`config.mk`:
```
export PLATFORM = sky130hd
export DESIGN_NAME = dpso_protect
export DESIGN_NICKNAME = d
export VERILOG_FILES = /design/src/logic/dpso_protect.v /design/src/logic/dpso_timer.v
export VERILOG_INCLUDE_DIRS = /design/src /design/src/logic
export SDC_FILE = /design/constraint.sdc
export NUM_CORES = 2
export LEC_CHECK = 0
export BUFFER_PORTS_ARGS = -buffer_cell sky130_fd_sc_hd__buf_2
export CORE_MARGIN = 5
export CORE_UTILIZATION = 70
export CTS_BUF_LIST = sky130_fd_sc_hd__clkbuf_4 sky130_fd_sc_hd__clkbuf_8
export CTS_CLUSTER_DIAMETER = 150
export DETAILED_ROUTE_END_ITERATION = 10
export GPL_TIMING_DRIVEN = 0
export PLACE_DENSITY_LB_ADDON = 0.2
export SLEW_MARGIN = 20
export SYNTH_ARGS = -nofsm -noshare
export SYNTH_HDL_FRONTEND = slang
export SYNTH_SLANG_ARGS = --single-unit
```
`constraint.sdc`:
```
create_clock -name clk_i -period 89.1 [get_ports clk_i]
set_input_delay 8.91 -clock clk_i [delete_from_list [all_inputs] [get_ports clk_i]]
set_output_delay 8.91 -clock clk_i [all_outputs]
set_load 0.01 [all_outputs]
```
`src/logic/dpso_regs.vh`:
```
// Register offsets, field layouts, reset values and timing counts of the drive protection block
`ifndef DPSO_REGS_VH
`define DPSO_REGS_VH
`define DPSO_ADR_CTRL 8'h00
`define DPSO_ADR_THERM 8'h04
`define DPSO_ADR_OLOAD 8'h08
`define DPSO_ADR_TRIP 8'h0C
`define DPSO_ADR_STALL 8'h10
`define DPSO_ADR_OUTSEL 8'h14
`define DPSO_ADR_STATUS 8'h18
`define DPSO_ADR_FAULT 8'h1C
`define DPSO_ADR_RATED 8'h20
`define DPSO_CTRL_RESET 32'h0000_0000
`define DPSO_THERM_RESET 32'h0000_6496
`define DPSO_OLOAD_RESET 32'h0000_0A96
`define DPSO_TRIP_RESET 32'h0000_3CB4
`define DPSO_STALL_RESET 32'h0000_0396
`define DPSO_OUTSEL_RESET 32'h0002_110C
`define DPSO_RATED_RESET 32'h0000_0064
`define DPSO_INSEL_RESET 16'h0403
`define DPSO_MIN_THERM 8'h32
`define DPSO_MAX_THERM 8'h96
`define DPSO_MIN_WARN 8'h1E
`define DPSO_MAX_WARN 8'h96
`define DPSO_MAX_TRIPL 8'hC8
`define DPSO_MAX_WTIME 8'h1E
`define DPSO_MAX_TTIME 8'h3C
`define DPSO_MAX_INFN 8'h18
`define DPSO_LOW_SPEED 8'h32
`define DPSO_FN_EXT_NO 8'h12
`define DPSO_FN_EXT_NC 8'h13
`define DPSO_CODE_OL 5'h05
`define DPSO_CODE_STALL 5'h07
`define DPSO_CODE_LOSS 5'h0B
`define DPSO_CODE_RUN 5'h0C
`define DPSO_CODE_STOP 5'h0D
`define DPSO_CODE_CONST 5'h0E
`define DPSO_CODE_WAIT 5'h10
`define DPSO_CODE_FAULT 5'h11
`define DPSO_MASK_LV 0
`define DPSO_MASK_OTHER 1
`define DPSO_SEC_NS 1000000000
`define DPSO_CLK_NS 10
`define DPSO_SEC_CYCLES (`DPSO_SEC_NS / `DPSO_CLK_NS)
`define DPSO_THERM_SCALE 60
`endif

```
`src/logic/dpso_protect.v`:
```
// Drive protection, stall prevention and selectable status outputs with a Wishbone slave
// Operation
// - Code 12 output active while run command present and output voltage generated.
// - Code 13 active while stopped; code 14 while at constant speed.
// - Code 11 active while frequency command is detected lost.
// - Code 16 active while healthy and waiting for a run command.
// - Code 17 follows the fault mask; mask 2 means any non-low-voltage trip.
// - Open-collector output and relay each pick one status item by selector.
// - Thermal enable 1 runs time-inverse heat model, trips on heat limit while above continuous level.
// - Thermal levels 50 to 150 percent, defaults 150/100; one-minute never below continuous.
// - Cooling type 0 derates cooling at low speed; 1 cooling is constant.
// - Warning level 30 to 150 percent default 150; time 0 to 30 s default 10.
// - Open-collector selector 5 shows the overload warning.
// - Overload trip after level exceeded for trip time; 30-200 percent, 0-60 s.
// - Accelerating: hold ramp while current above stall level, if enabled.
// - Constant speed: lower frequency while current above stall level, if enabled.
// - Decelerating: hold ramp while DC link above overvoltage threshold, if enabled.
// - Stall level 30 to 150 percent of rated current, default 150.
// - Stall mask three bits default 3: accel, constant, decel.
// - Code 7 output active while stall prevention acts.
// - Ramp time may stretch while stall prevention holds the ramp.
// - Phase-loss enable 1 trips output on U, V or W phase loss.
// - Input function 18 is normally-open trip, 19 normally-closed; range 0 to 24.
// - Normally-open trip input on causes fault and output cut-off.
// - Normally-closed trip input off causes fault and output cut-off.
`timescale 1ns/1ns
`default_nettype none
`include "dpso_regs.vh"
module dpso_protect #(
  parameter SEC_CYCLES = `DPSO_SEC_CYCLES
) (
  input wire clk_i,
  input wire rst_i,
  input wire cyc_i,
  input wire stb_i,
  input wire we_i,
  input wire [7:0] adr_i,
  input wire [3:0] sel_i,
  input wire [31:0] dat_i,
  output reg [31:0] dat_o,
  output reg ack_o,
  input wire [7:0] motor_current_i,
  input wire [7:0] speed_pct_i,
  input wire [1:0] drive_phase_i,
  input wire run_cmd_i,
  input wire output_active_i,
  input wire dc_over_i,
  input wire low_volt_trip_i,
  input wire freq_cmd_lost_i,
  input wire [2:0] phase_loss_i,
  input wire digital_input_4_i,
  input wire digital_input_5_i,
  output reg output_cutoff_o,
  output reg accel_hold_o,
  output reg decel_hold_o,
  output reg freq_reduce_o,
  output reg open_collector_output_o,
  output reg fault_relay_output_o
);
  localparam PH_STOP = 2'h0;
  localparam PH_ACC = 2'h1;
  localparam PH_CONST = 2'h2;
  localparam PH_DEC = 2'h3;

  reg [31:0] ctrl_q;
  reg [31:0] therm_q;
  reg [31:0] oload_q;
  reg [31:0] trip_q;
  reg [31:0] stall_q;
  reg [31:0] outsel_q;
  reg [31:0] rated_q;
  reg [3:0] fault_q;
  reg [47:0] heat_q;
  reg [31:0] dat_d;
  wire [31:0] wval;
  reg [7:0] sync1_q;
  reg [7:0] sync2_q;

  wire thermal_protect_enable = ctrl_q[0];
  wire overload_trip_enable = ctrl_q[1];
  wire phase_loss_protect_enable = ctrl_q[2];
  wire motor_cooling_type = ctrl_q[3];
  wire fault_reset = ctrl_q[4];
  wire [7:0] input4_function = ctrl_q[15:8];
  wire [7:0] input5_function = ctrl_q[23:16];
  wire [7:0] thermal_level_one_minute = therm_q[7:0];
  wire [7:0] thermal_level_continuous = therm_q[15:8];
  wire [7:0] overload_warn_level = oload_q[7:0];
  wire [7:0] overload_warn_time = oload_q[15:8];
  wire [7:0] overload_trip_level = trip_q[7:0];
  wire [7:0] overload_trip_time = trip_q[15:8];
  wire [7:0] stall_current_level = stall_q[7:0];
  wire [2:0] stall_enable_mask = stall_q[10:8];
  wire [4:0] open_collector_out_select = outsel_q[4:0];
  wire [4:0] relay_out_select = outsel_q[12:8];
  wire [2:0] fault_output_mask = outsel_q[18:16];
  wire [7:0] motor_rated_current = rated_q[7:0];

  // Pin inputs double-synchronised
  wire [7:0] pins_raw = {digital_input_5_i, digital_input_4_i, phase_loss_i, dc_over_i,
                         low_volt_trip_i, freq_cmd_lost_i};
  always @(posedge clk_i) begin
    if (rst_i) begin
      sync1_q <= 8'h00;
      sync2_q <= 8'h00;
    end else begin
      sync1_q <= pins_raw;
      sync2_q <= sync1_q;
    end
  end
  wire cmd_lost_s = sync2_q[0];
  wire lv_trip_s = sync2_q[1];
  wire dc_over_s = sync2_q[2];
  wire [2:0] ploss_s = sync2_q[5:3];
  wire in4_s = sync2_q[6];
  wire in5_s = sync2_q[7];

  // Current as percent of motor rated current
  wire [15:0] lvl_base = {8'h00, motor_rated_current};
  wire [15:0] cur_x100 = {8'h00, motor_current_i} * 16'h0064;
  wire above_warn = cur_x100 > overload_warn_level * lvl_base;
  wire above_trip = cur_x100 > overload_trip_level * lvl_base;
  wire above_stall = cur_x100 > stall_current_level * lvl_base;
  wire above_cont = cur_x100 > thermal_level_continuous * lvl_base;
  wire above_1min = cur_x100 > thermal_level_one_minute * lvl_base;

  // Clamp a value into a range
  function [7:0] clamp;
    input [7:0] v;
    input [7:0] lo;
    input [7:0] hi;
    begin
      clamp = (v < lo) ? lo : ((v > hi) ? hi : v);
    end
  endfunction

  // Overload warning and trip timers
  wire warn_done;
  wire trip_done;
  dpso_timer #(.SEC_CYCLES(SEC_CYCLES)) u_warn (
    .clk_i(clk_i),
    .rst_i(rst_i),
    .cond_i(above_warn),
    .secs_i(overload_warn_time),
    .done_o(warn_done)
  );
  dpso_timer #(.SEC_CYCLES(SEC_CYCLES)) u_trip (
    .clk_i(clk_i),
    .rst_i(rst_i),
    .cond_i(overload_trip_enable && above_trip),
    .secs_i(overload_trip_time),
    .done_o(trip_done)
  );

  // Thermal model: heat grows by excess over cooling level (continuous, halved at low speed with type 0), sheds when below
  wire low_speed = (speed_pct_i < `DPSO_LOW_SPEED) && !motor_cooling_type;
  // Wide heat store so the default tick rate cannot wrap the limit
  wire [47:0] heat_limit = {40'h00_0000_0000, thermal_level_one_minute - thermal_level_continuous}
                           * SEC_CYCLES * `DPSO_THERM_SCALE;
  wire [7:0] cool_lvl = low_speed ? {1'b0, thermal_level_continuous[7:1]} : thermal_level_continuous;
  wire above_cool = cur_x100 > cool_lvl * lvl_base;
  wire [31:0] excess = {16'h0000, cur_x100 - (cool_lvl * lvl_base)} / {16'h0000, lvl_base | 16'h0001};
  always @(posedge clk_i) begin
    if (rst_i || !thermal_protect_enable) begin
      heat_q <= 48'h0000_0000_0000;
    end else if (above_1min || above_cool) begin
      heat_q <= heat_q + {16'h0000, excess} + 48'h0000_0000_0001;
    end else if (heat_q != 48'h0000_0000_0000) begin
      heat_q <= heat_q - 48'h0000_0000_0001;
    end
  end
  wire therm_trip = thermal_protect_enable && above_cont && (heat_q >= heat_limit);

  // External trip inputs by function code
  wire [1:0] in_s = {in5_s, in4_s};
  wire [15:0] in_fn = {input5_function, input4_function};
  wire [1:0] ext_hit;
  genvar k;
  generate
    for (k = 0; k < 2; k = k + 1) begin : g_ext
      assign ext_hit[k] = (in_fn[k*8 +: 8] == `DPSO_FN_EXT_NO && in_s[k]) ||
                          (in_fn[k*8 +: 8] == `DPSO_FN_EXT_NC && !in_s[k]);
    end
  endgenerate
  wire ext4 = ext_hit[0];
  wire ext5 = ext_hit[1];
  wire ploss_trip = phase_loss_protect_enable && (ploss_s != 3'h0);
  wire other_trip = therm_trip || (overload_trip_enable && trip_done) || ploss_trip || ext4 || ext5;

  // Fault latch: bit0 low voltage, bit1 other trip; set wins over reset
  always @(posedge clk_i) begin
    if (rst_i) begin
      fault_q <= 4'h0;
    end else begin
      fault_q[0] <= lv_trip_s | (fault_q[0] & ~fault_reset);
      fault_q[1] <= other_trip | (fault_q[1] & ~fault_reset);
      fault_q[3:2] <= {ext5 | ext4, ploss_trip};
    end
  end
  wire tripped = fault_q[0] | fault_q[1];

  // Stall prevention by drive phase
  wire [5:0] st_phase = {PH_DEC, PH_CONST, PH_ACC};
  wire [2:0] st_cond = {dc_over_s, above_stall, above_stall};
  wire [2:0] st_hit;
  genvar s;
  generate
    for (s = 0; s < 3; s = s + 1) begin : g_stall
      // Mask bit s guards one drive phase
      assign st_hit[s] = stall_enable_mask[s] && (drive_phase_i == st_phase[s*2 +: 2]) && st_cond[s];
    end
  endgenerate
  wire st_acc = st_hit[0];
  wire st_con = st_hit[1];
  wire st_dec = st_hit[2];
  wire stalling = st_acc | st_con | st_dec;

  // Status item selection
  wire running = run_cmd_i && output_active_i && !tripped;
  function item;
    input [4:0] code;
    begin
      case (code)
        `DPSO_CODE_OL: item = warn_done;
        `DPSO_CODE_STALL: item = stalling;
        `DPSO_CODE_LOSS: item = cmd_lost_s;
        `DPSO_CODE_RUN: item = running;
        `DPSO_CODE_STOP: item = !output_active_i || drive_phase_i == PH_STOP;
        `DPSO_CODE_CONST: item = running && drive_phase_i == PH_CONST;
        `DPSO_CODE_WAIT: item = !tripped && !run_cmd_i;
        // Mask bit 2 has no effect here
        `DPSO_CODE_FAULT: item = (fault_output_mask[`DPSO_MASK_LV] && fault_q[0]) ||
                                 (fault_output_mask[`DPSO_MASK_OTHER] && fault_q[1]);
        default: item = 1'b0;
      endcase
    end
  endfunction

  // Trip and stall outputs, selected status items
  always @(posedge clk_i) begin
    if (rst_i) begin
      output_cutoff_o <= 1'b0;
      accel_hold_o <= 1'b0;
      decel_hold_o <= 1'b0;
      freq_reduce_o <= 1'b0;
      open_collector_output_o <= 1'b0;
      fault_relay_output_o <= 1'b0;
    end else begin
      output_cutoff_o <= tripped;
      accel_hold_o <= st_acc && !tripped;
      decel_hold_o <= st_dec && !tripped;
      freq_reduce_o <= st_con && !tripped;
      open_collector_output_o <= item(open_collector_out_select);
      fault_relay_output_o <= item(relay_out_select);
    end
  end

  // Wishbone classic slave
  wire req = cyc_i && stb_i && !ack_o;
  // Unselected byte lanes write as zero
  genvar g;
  generate
    for (g = 0; g < 4; g = g + 1) begin : g_lane
      assign wval[g*8 +: 8] = sel_i[g] ? dat_i[g*8 +: 8] : 8'h00;
    end
  endgenerate

  // Read data selection
  always @* begin
    case (adr_i)
      `DPSO_ADR_CTRL: dat_d = ctrl_q;
      `DPSO_ADR_THERM: dat_d = therm_q;
      `DPSO_ADR_OLOAD: dat_d = oload_q;
      `DPSO_ADR_TRIP: dat_d = trip_q;
      `DPSO_ADR_STALL: dat_d = stall_q;
      `DPSO_ADR_OUTSEL: dat_d = outsel_q;
      `DPSO_ADR_STATUS: dat_d = {24'h000000, stalling, warn_done, cmd_lost_s, running,
                                 open_collector_output_o, fault_relay_output_o, output_cutoff_o, 1'b0};
      `DPSO_ADR_FAULT: dat_d = {28'h0000000, fault_q};
      `DPSO_ADR_RATED: dat_d = rated_q;
      default: dat_d = 32'h0000_0000;
    endcase
  end

  // Register writes, levels clamped into range
  always @(posedge clk_i) begin
    if (rst_i) begin
      ack_o <= 1'b0;
      dat_o <= 32'h0000_0000;
      ctrl_q <= {8'h00, `DPSO_INSEL_RESET, 8'h00};
      therm_q <= `DPSO_THERM_RESET;
      oload_q <= `DPSO_OLOAD_RESET;
      trip_q <= `DPSO_TRIP_RESET;
      stall_q <= `DPSO_STALL_RESET;
      outsel_q <= `DPSO_OUTSEL_RESET;
      rated_q <= `DPSO_RATED_RESET;
    end else begin
      ack_o <= req;
      dat_o <= req ? dat_d : 32'h0000_0000;
      ctrl_q[4] <= 1'b0;
      if (req && we_i) begin
        case (adr_i)
          `DPSO_ADR_CTRL: begin
            ctrl_q[4:0] <= wval[4:0];
            ctrl_q[15:8] <= (wval[15:8] > `DPSO_MAX_INFN) ? ctrl_q[15:8] : wval[15:8];
            ctrl_q[23:16] <= (wval[23:16] > `DPSO_MAX_INFN) ? ctrl_q[23:16] : wval[23:16];
          end
          `DPSO_ADR_THERM: begin
            // One-minute level raised to continuous level if below it
            therm_q[15:8] <= clamp(wval[15:8], `DPSO_MIN_THERM, `DPSO_MAX_THERM);
            therm_q[7:0] <= (clamp(wval[7:0], `DPSO_MIN_THERM, `DPSO_MAX_THERM) <
                             clamp(wval[15:8], `DPSO_MIN_THERM, `DPSO_MAX_THERM)) ?
                            clamp(wval[15:8], `DPSO_MIN_THERM, `DPSO_MAX_THERM) :
                            clamp(wval[7:0], `DPSO_MIN_THERM, `DPSO_MAX_THERM);
          end
          `DPSO_ADR_OLOAD: begin
            oload_q[7:0] <= clamp(wval[7:0], `DPSO_MIN_WARN, `DPSO_MAX_WARN);
            oload_q[15:8] <= clamp(wval[15:8], 8'h00, `DPSO_MAX_WTIME);
          end
          `DPSO_ADR_TRIP: begin
            trip_q[7:0] <= clamp(wval[7:0], `DPSO_MIN_WARN, `DPSO_MAX_TRIPL);
            trip_q[15:8] <= clamp(wval[15:8], 8'h00, `DPSO_MAX_TTIME);
          end
          `DPSO_ADR_STALL: begin
            stall_q[7:0] <= clamp(wval[7:0], `DPSO_MIN_WARN, `DPSO_MAX_WARN);
            stall_q[10:8] <= wval[10:8];
          end
          `DPSO_ADR_OUTSEL: begin
            outsel_q[4:0] <= wval[4:0];
            outsel_q[12:8] <= wval[12:8];
            outsel_q[18:16] <= wval[18:16];
          end
          `DPSO_ADR_RATED: rated_q[7:0] <= wval[7:0];
          default: ;
        endcase
      end
    end
  end
endmodule
`default_nettype wire

```
`src/logic/dpso_timer.v`:
```
// Seconds-based qualification timer: fires after a condition holds for the set time
`timescale 1ns/1ns
`default_nettype none
`include "dpso_regs.vh"
module dpso_timer #(
  parameter SEC_CYCLES = `DPSO_SEC_CYCLES
) (
  input wire clk_i,
  input wire rst_i,
  input wire cond_i,
  input wire [7:0] secs_i,
  output reg done_o
);
  reg [31:0] tick_q;
  reg [7:0] secs_q;
  always @(posedge clk_i) begin
    if (rst_i || !cond_i) begin
      tick_q <= 32'h0000_0000;
      secs_q <= 8'h00;
      done_o <= 1'b0;
    end else if (secs_q >= secs_i) begin
      done_o <= 1'b1;
    end else if (tick_q >= SEC_CYCLES - 1) begin
      tick_q <= 32'h0000_0000;
      secs_q <= secs_q + 8'h01;
    end else begin
      tick_q <= tick_q + 32'h0000_0001;
    end
  end
endmodule
`default_nettype wire

```
== Word-level counts from Yosys, hierarchy flattened ==
Cells that the tools add are included.
Cells by class
  multiplexer cells: 23
  reductions and logical operators: 68
  $mul: 9
  $add $sub $neg: 9
  magnitude comparators: 24
  div/mod/pow operators: 1
  shifts and indexed selects: 0
  bitwise gates (word level): 16
  equal/unequal tests: 31
Operator list (number)
  24-bit one-hot mux with 9 select lines: 1
  8-bit two-way mux: 16
  15-bit by 16-bit greater-than comparator with 1-bit output: 6
  8-bit by 8-bit multiplier with 16-bit output: 6
  48-bit two-way mux: 2
  32-bit by 1-bit adder with 32-bit output, second input constant: 2
  8-bit by 5-bit == test with 1-bit output, second input constant: 8
  32-bit by 27-bit >= comparator with 1-bit output, second input constant: 2
  32-bit two-way mux: 2
  48-bit by 1-bit adder with 48-bit output, second input constant: 1
  48-bit by 32-bit adder with 48-bit output: 1
  48-bit by 41-bit >= comparator with 1-bit output: 1
  48-bit nonzero test: 1
  48-bit by 1-bit subtractor with 48-bit output, second input constant: 1
  5-bit by 4-bit == test with 1-bit output, second input constant: 8
  16-bit by 8-bit divider with 32-bit output: 1
  27-bit by 4-bit multiplier with 31-bit output, second input constant: 1
  1-bit logical AND: 28
  8-bit by 19-bit multiplier with 27-bit output, second input constant: 1
  8-bit by 5-bit greater-than comparator with 1-bit output, second input constant: 3
  8-bit greater-than comparator, second input constant: 3
  8-bit by 6-bit < comparator with 1-bit output, second input constant: 3
  5-bit by 3-bit == test with 1-bit output, second input constant: 4
  5-bit == test, second input constant: 4
  other kinds (28): 75
Word-level totals
  RAM bits: 0
  bits in registers: 290
  memories kept: 0
  ROM bits: 0
  output and inout bits: 39
  bits in latches: 0
  word-level logic and storage cells: 209
  input port bits: 77

== Depth between registers and ports, before layout ==
  depth after elaboration: 10
  depth in mapped cells: 253
  depth with buffers taken out: 240

== Cells and area by module ==
From an unflattened synthesis, not the netlist that was laid out.
Second synthesis, totals
  cell total of the unflattened synthesis: 5408
  area, all modules: 43270.2 sq um
Modules (own cells, without submodules)
  dpso_protect: cells each 4898, times used 1, seq. area each 4003.8 sq um, area each 39096.2 sq um
  dpso_timer: cells each 255, times used 2, seq. area each 820.8 sq um, area each 2087.0 sq um

== Worst setup path before layout ==
No wires, ideal clock.
  path type: input port to flip-flop
  start: input port speed_pct_i[3]
  end: register heat_q[20]
  slack: 34.730 ns
  data arrival time: 54.242 ns
  library setup time: 0.128 ns
  required time: 88.972 ns
  buffers on the path: 16
  cell stages on the path: 241
  cells stage by stage: o311ai_2 nand2_1 clkbuf_1 a21oi_1 nor2_1 fa_1 fa_1 inv_1 fa_1 fa_1 inv_1 ha_1 inv_1 o21bai_1 a21oi_1 o21bai_1 a21oi_1 xnor2_1 [... 205 more ...] a21o_1 a21o_1 a21oi_1 o21bai_1 a21oi_1 o21bai_1 a21oi_1 o21bai_1 a21oi_1 o21bai_1 a21oi_1 o21bai_1 a21oi_1 nor2_1 and3_1 a31oi_1 xor2_1 nor2_1
On the way
  word-level cells in the longest chain between the ends: 9
  elaborated cells between the ends (all ways): 12
  those cells by class: add/sub (3); mul (1); div (1); order compare (2); mux (2); reduce/logical (3)
Ends and longest elaborated chain
  start: declaration: RTL line dpso_protect.v:43  | input wire [7:0] speed_pct_i,
  8-bit by 6-bit < comparator with 1-bit output (no source line) (*)
  1-bit logical AND (*): RTL line dpso_protect.v:156  | wire low_speed = (speed_pct_i < `DPSO_LOW_SPEED) && !motor_cooling_type;
  8-bit two-way mux (*): RTL line dpso_protect.v:160  | wire [7:0] cool_lvl = low_speed ? {1'b0, thermal_level_continuous[7:1]} : thermal_level_continuous;
  8-bit by 8-bit multiplier with 16-bit output (*): RTL line dpso_protect.v:161, dpso_protect.v:162
  15-bit by 16-bit subtractor with 16-bit output: RTL line dpso_protect.v:162  | wire [31:0] excess = {16'h0000, cur_x100 - (cool_lvl * lvl_base)} / {16'h0000, lvl_base | 16'h0001};
  16-bit by 8-bit divider with 32-bit output: RTL line dpso_protect.v:162
  48-bit by 32-bit adder with 48-bit output: RTL line dpso_protect.v:167  | heat_q <= heat_q + {16'h0000, excess} + 48'h0000_0000_0001;
  48-bit by 1-bit adder with 48-bit output: RTL line dpso_protect.v:167
  48-bit two-way mux: RTL line dpso_protect.v:166  | end else if (above_1min || above_cool) begin
  end signal: assignment: RTL line dpso_protect.v:167
  end signal: assignment: RTL line dpso_protect.v:169  | heat_q <= heat_q - 48'h0000_0000_0001;
  end: declaration: RTL line dpso_protect.v:73  | reg [47:0] heat_q;
Mark *: on every way between the ends. The rest lies on a longest branch, timed or not.
A chain may end at the register's enable or synchronous reset.

== Worst setup path in the final report ==
  start: input port speed_pct_i[7]
  end: register heat_q[32]
Same word-level chain as after synthesis.

==> results.py <==
metrics = {
    "timing": {
        "setup-tns-final_ns": 0,
        "tightest_slew_ns": 1.161,
        "drv_slew": 0,
        "max_clock_freq_ghz": 0.01573,
        "worst_slack_ns": 25.53,
        "fin_skew_ns": 0.04901,
        "hold_viol": 0,
        "finalCritPeriodShare": 0.7134,
        "setup_viol": 0,
        "rsz0062_at_grt": "no",
        "slew_headroom": 0.2232,
        "min_period_ns": 63.57,
    },
    "drt": {
        "viasPerCell": 6.161,
        "first_iter_violations": 3390,
        "postRouteAntennaNets": 0,
        "wl_per_cell_um": 18.51,
        "dr.pass1.iters": 7,
        "drc": 0,
        "vias": 38230,
        "routed_wl_mm": 114.8,
    },
    "cts": {
        "post_cts_buffers": 0,
        "insertion_delay_ns": 0.62,
        "cts_tree": "built",
        "path_clk_slew_ns": 0.07,
        "cts_resized": 0,
        "clock-root-buffer": "clkbuf_8",
        "cts.path.max_buffers": 3,
        "cts_num_sinks": 282,
        "hold_buffers": 0,
        "cts_max_level": 2,
        "cts_buffers": 43,
    },
    "synthesis": {
        "synth_area_um2": 42080,
        "synthCells": 5251,
        "ys_seq_elements": 282,
        "synthArstFlopShare": 0,
        "synth_ff_type": "dfxtp_1",
        "yosysTopAreaCell": "ha_1",
        "seq_area_frac_synth": 0.1341,
        "synth_top_area_frac": 0.1775,
        "netlist_top_cells_count": "inv_1 (625), ha_1 (597), nor2_1 (492)",
        "avgSynthCellArea_um2": 8.014,
        "synth_edf_count": 0,
        "synthTopCellsByArea": "ha_1 (18%), fa_1 (15%), dfxtp_1 (13%)",
        "yosysMostFrequentCell": "inv_1",
        "ys_types": 121,
        "yosys_warnings": 0,
    },
    "global_route": {
        "antenna_found_initial": 2,
        "grt_usage": 0.3441,
        "grt_pass1_vias": 37250,
        "grt_max_degree": 25,
        "grt_pass1_wl_mm": 185.2,
        "gr-total-overflow": 0,
    },
    "setup_path": {
        "criticalPathCategory": "input pin to register",
        "cp_num_buf_inv": 29,
        "start_kind": "input pin",
        "cp.arrival_ns": 64.04,
        "crit_path_frequent_cell": "a21oi_1",
        "cpPeakStageDelay_ns": 0.69,
        "required_ns": 89.57,
        "path_max_fanout": 10,
        "reg2reg_slack_ns": 33.53,
        "slowest_stage": "a21oi_1",
        "crit_family": "compound AO/OA/AOI/OAI gates",
        "cp-end-kind": "register",
    },
    "finish": {
        "fill_cells": 4555,
        "multi_input_area_um2": 33320,
        "final_layout_size_suffix_gt1_frac": 0.05541,
        "area_delta_synth_final_pct": 5.988,
        "fin_nets": 6390,
        "regArea_um2": 5645,
        "diodes": 0,
        "final_cells": 6205,
    },
    "floorplan": {
        "start_util": 0.7104,
        "die_area_um2": 65120,
        "io_pins": 116,
        "rows": 89,
        "core-area_um2": 59240,
        "die_x_um": 255.2,
        "die_h_um": 255.2,
    },
    "run_status": {
        "status": "complete, no violations",
    },
    "place": {
        "numPortBuffers": 93,
        "place_congestion": 1.015,
        "pre_cts_ws_ns": 25.99,
        "dp_hpwl_mm": 90.85,
        "dpl.cell_count": 6130,
    },
    "flow_run": {
        "maxCapViolations": 0,
    },
    "worst_hold_path": {
        "hold_path.class": "register to register",
    },
}
final timing paths:
kind	from	to	cells past startpoint
worst max-delay path	speed_pct_i[7]	heat_q[32]$_SDFFE_PP0P_	243
worst min-delay path	sync1_q[5]$_SDFF_PP0_	sync2_q[5]$_SDFF_PP0_	1
worst max register to register	ctrl_q[3]$_SDFFE_PP0P_	heat_q[32]$_SDFFE_PP0P_	242
worst min register to register	sync1_q[5]$_SDFF_PP0_	sync2_q[5]$_SDFF_PP0_	1
layout make-up:
type	count	share of cell area
Multi-Input combinational cell	4143	0.7471
Buffer	205	0.01882
Timing Repair Buffer	93	0.01044
Tap cell	773	0.02168
Clock buffer	59	0.01708
Inverter	634	0.05347
Clock inverter	16	0.004853
Sequential cell	282	0.1266
state kept, by name (all words and copies together), names as in the netlist, 4 cells and up:
| name | count |
|---|---|
| u_warn.secs_q | 8 |
| u_warn.tick_q | 32 |
| oload_q | 16 |
| u_trip.tick_q | 32 |
| heat_q | 48 |
| u_trip.secs_q | 8 |
| outsel_q | 13 |
| sync1_q | 8 |
| fault_q | 4 |
| ctrl_q | 21 |
| trip_q | 16 |
| stall_q | 11 |
| sync2_q | 8 |
| therm_q | 16 |
| dat_o | 24 |
| rated_q | 8 |
cells in the final DEF (no fill, tap or decap), types with 47 or more instances in the layout:
cell,n
xnor2_1,219
xor2_1,140
nor2_1,492
nand2b_1,59
buf_2,104
nor2b_1,68
nand2_1,414
nand3_1,106
o21ai_0,149
and2_1,166
nand4_1,53
clkbuf_1,157
a21o_1,112
dfxtp_1,282
inv_1,625
o21a_1,47
clkbuf_8,51
fa_1,314
o21bai_1,83
nor3_1,115
a21oi_1,362
ha_1,597
routing by layer:
layer	share of wire	GRT usage
met1	0.41	0.4425
met2	0.46	0.5786
met3	0.081	0.05660
met4	0.050	0.1431
met5	0.00027	0
through the flow:
step | instance area [um^2] | hold slack (ns) | utilization
6_report | 44600 | 0.4340 | 0.7529
5_1_grt | 44600 | 0.4604 | 0.7529
4_1_cts | 44590 | 0.4356 | 0.7527
3_5_place_dp | 43610 | 0.4218 | 0.7362
3_3_place_gp | 43560 | 0.4161 | 0.7354
2_1_floorplan | 42130 | 0.4130 | -
worst reg2reg max path: cells and delay by family, from the launching register on:
| family | cells | cell delay [ns] |
|---|---|---|
| flops | 1 | 0.37 |
| compound gates | 114 | 25.03 |
| xor+xnor | 12 | 2.55 |
| fa+ha+maj | 23 | 8.03 |
| buf+inv | 28 | 5.84 |
| simple gates | 63 | 12.85 |
| mux | 2 | 0.68 |
kinds of logic after synthesis:
logic type                 Yosys count  share of synthesized area
muxes                               51                    0.01329
other                                1                 0.00008911
buffers and inverters              839                    0.07650
DFF                                282                     0.1341
and+or+nand+nor                   1691                     0.1964
adders and majority gates          915                     0.3279
xor gates and xnor gates           366                    0.07635
AOI/OAI and AO/OA                 1106                     0.1753
Power is left out: the tool's default activity adds up to more than one toggle a clock period on the data nets, which glitch-free logic cannot reach.
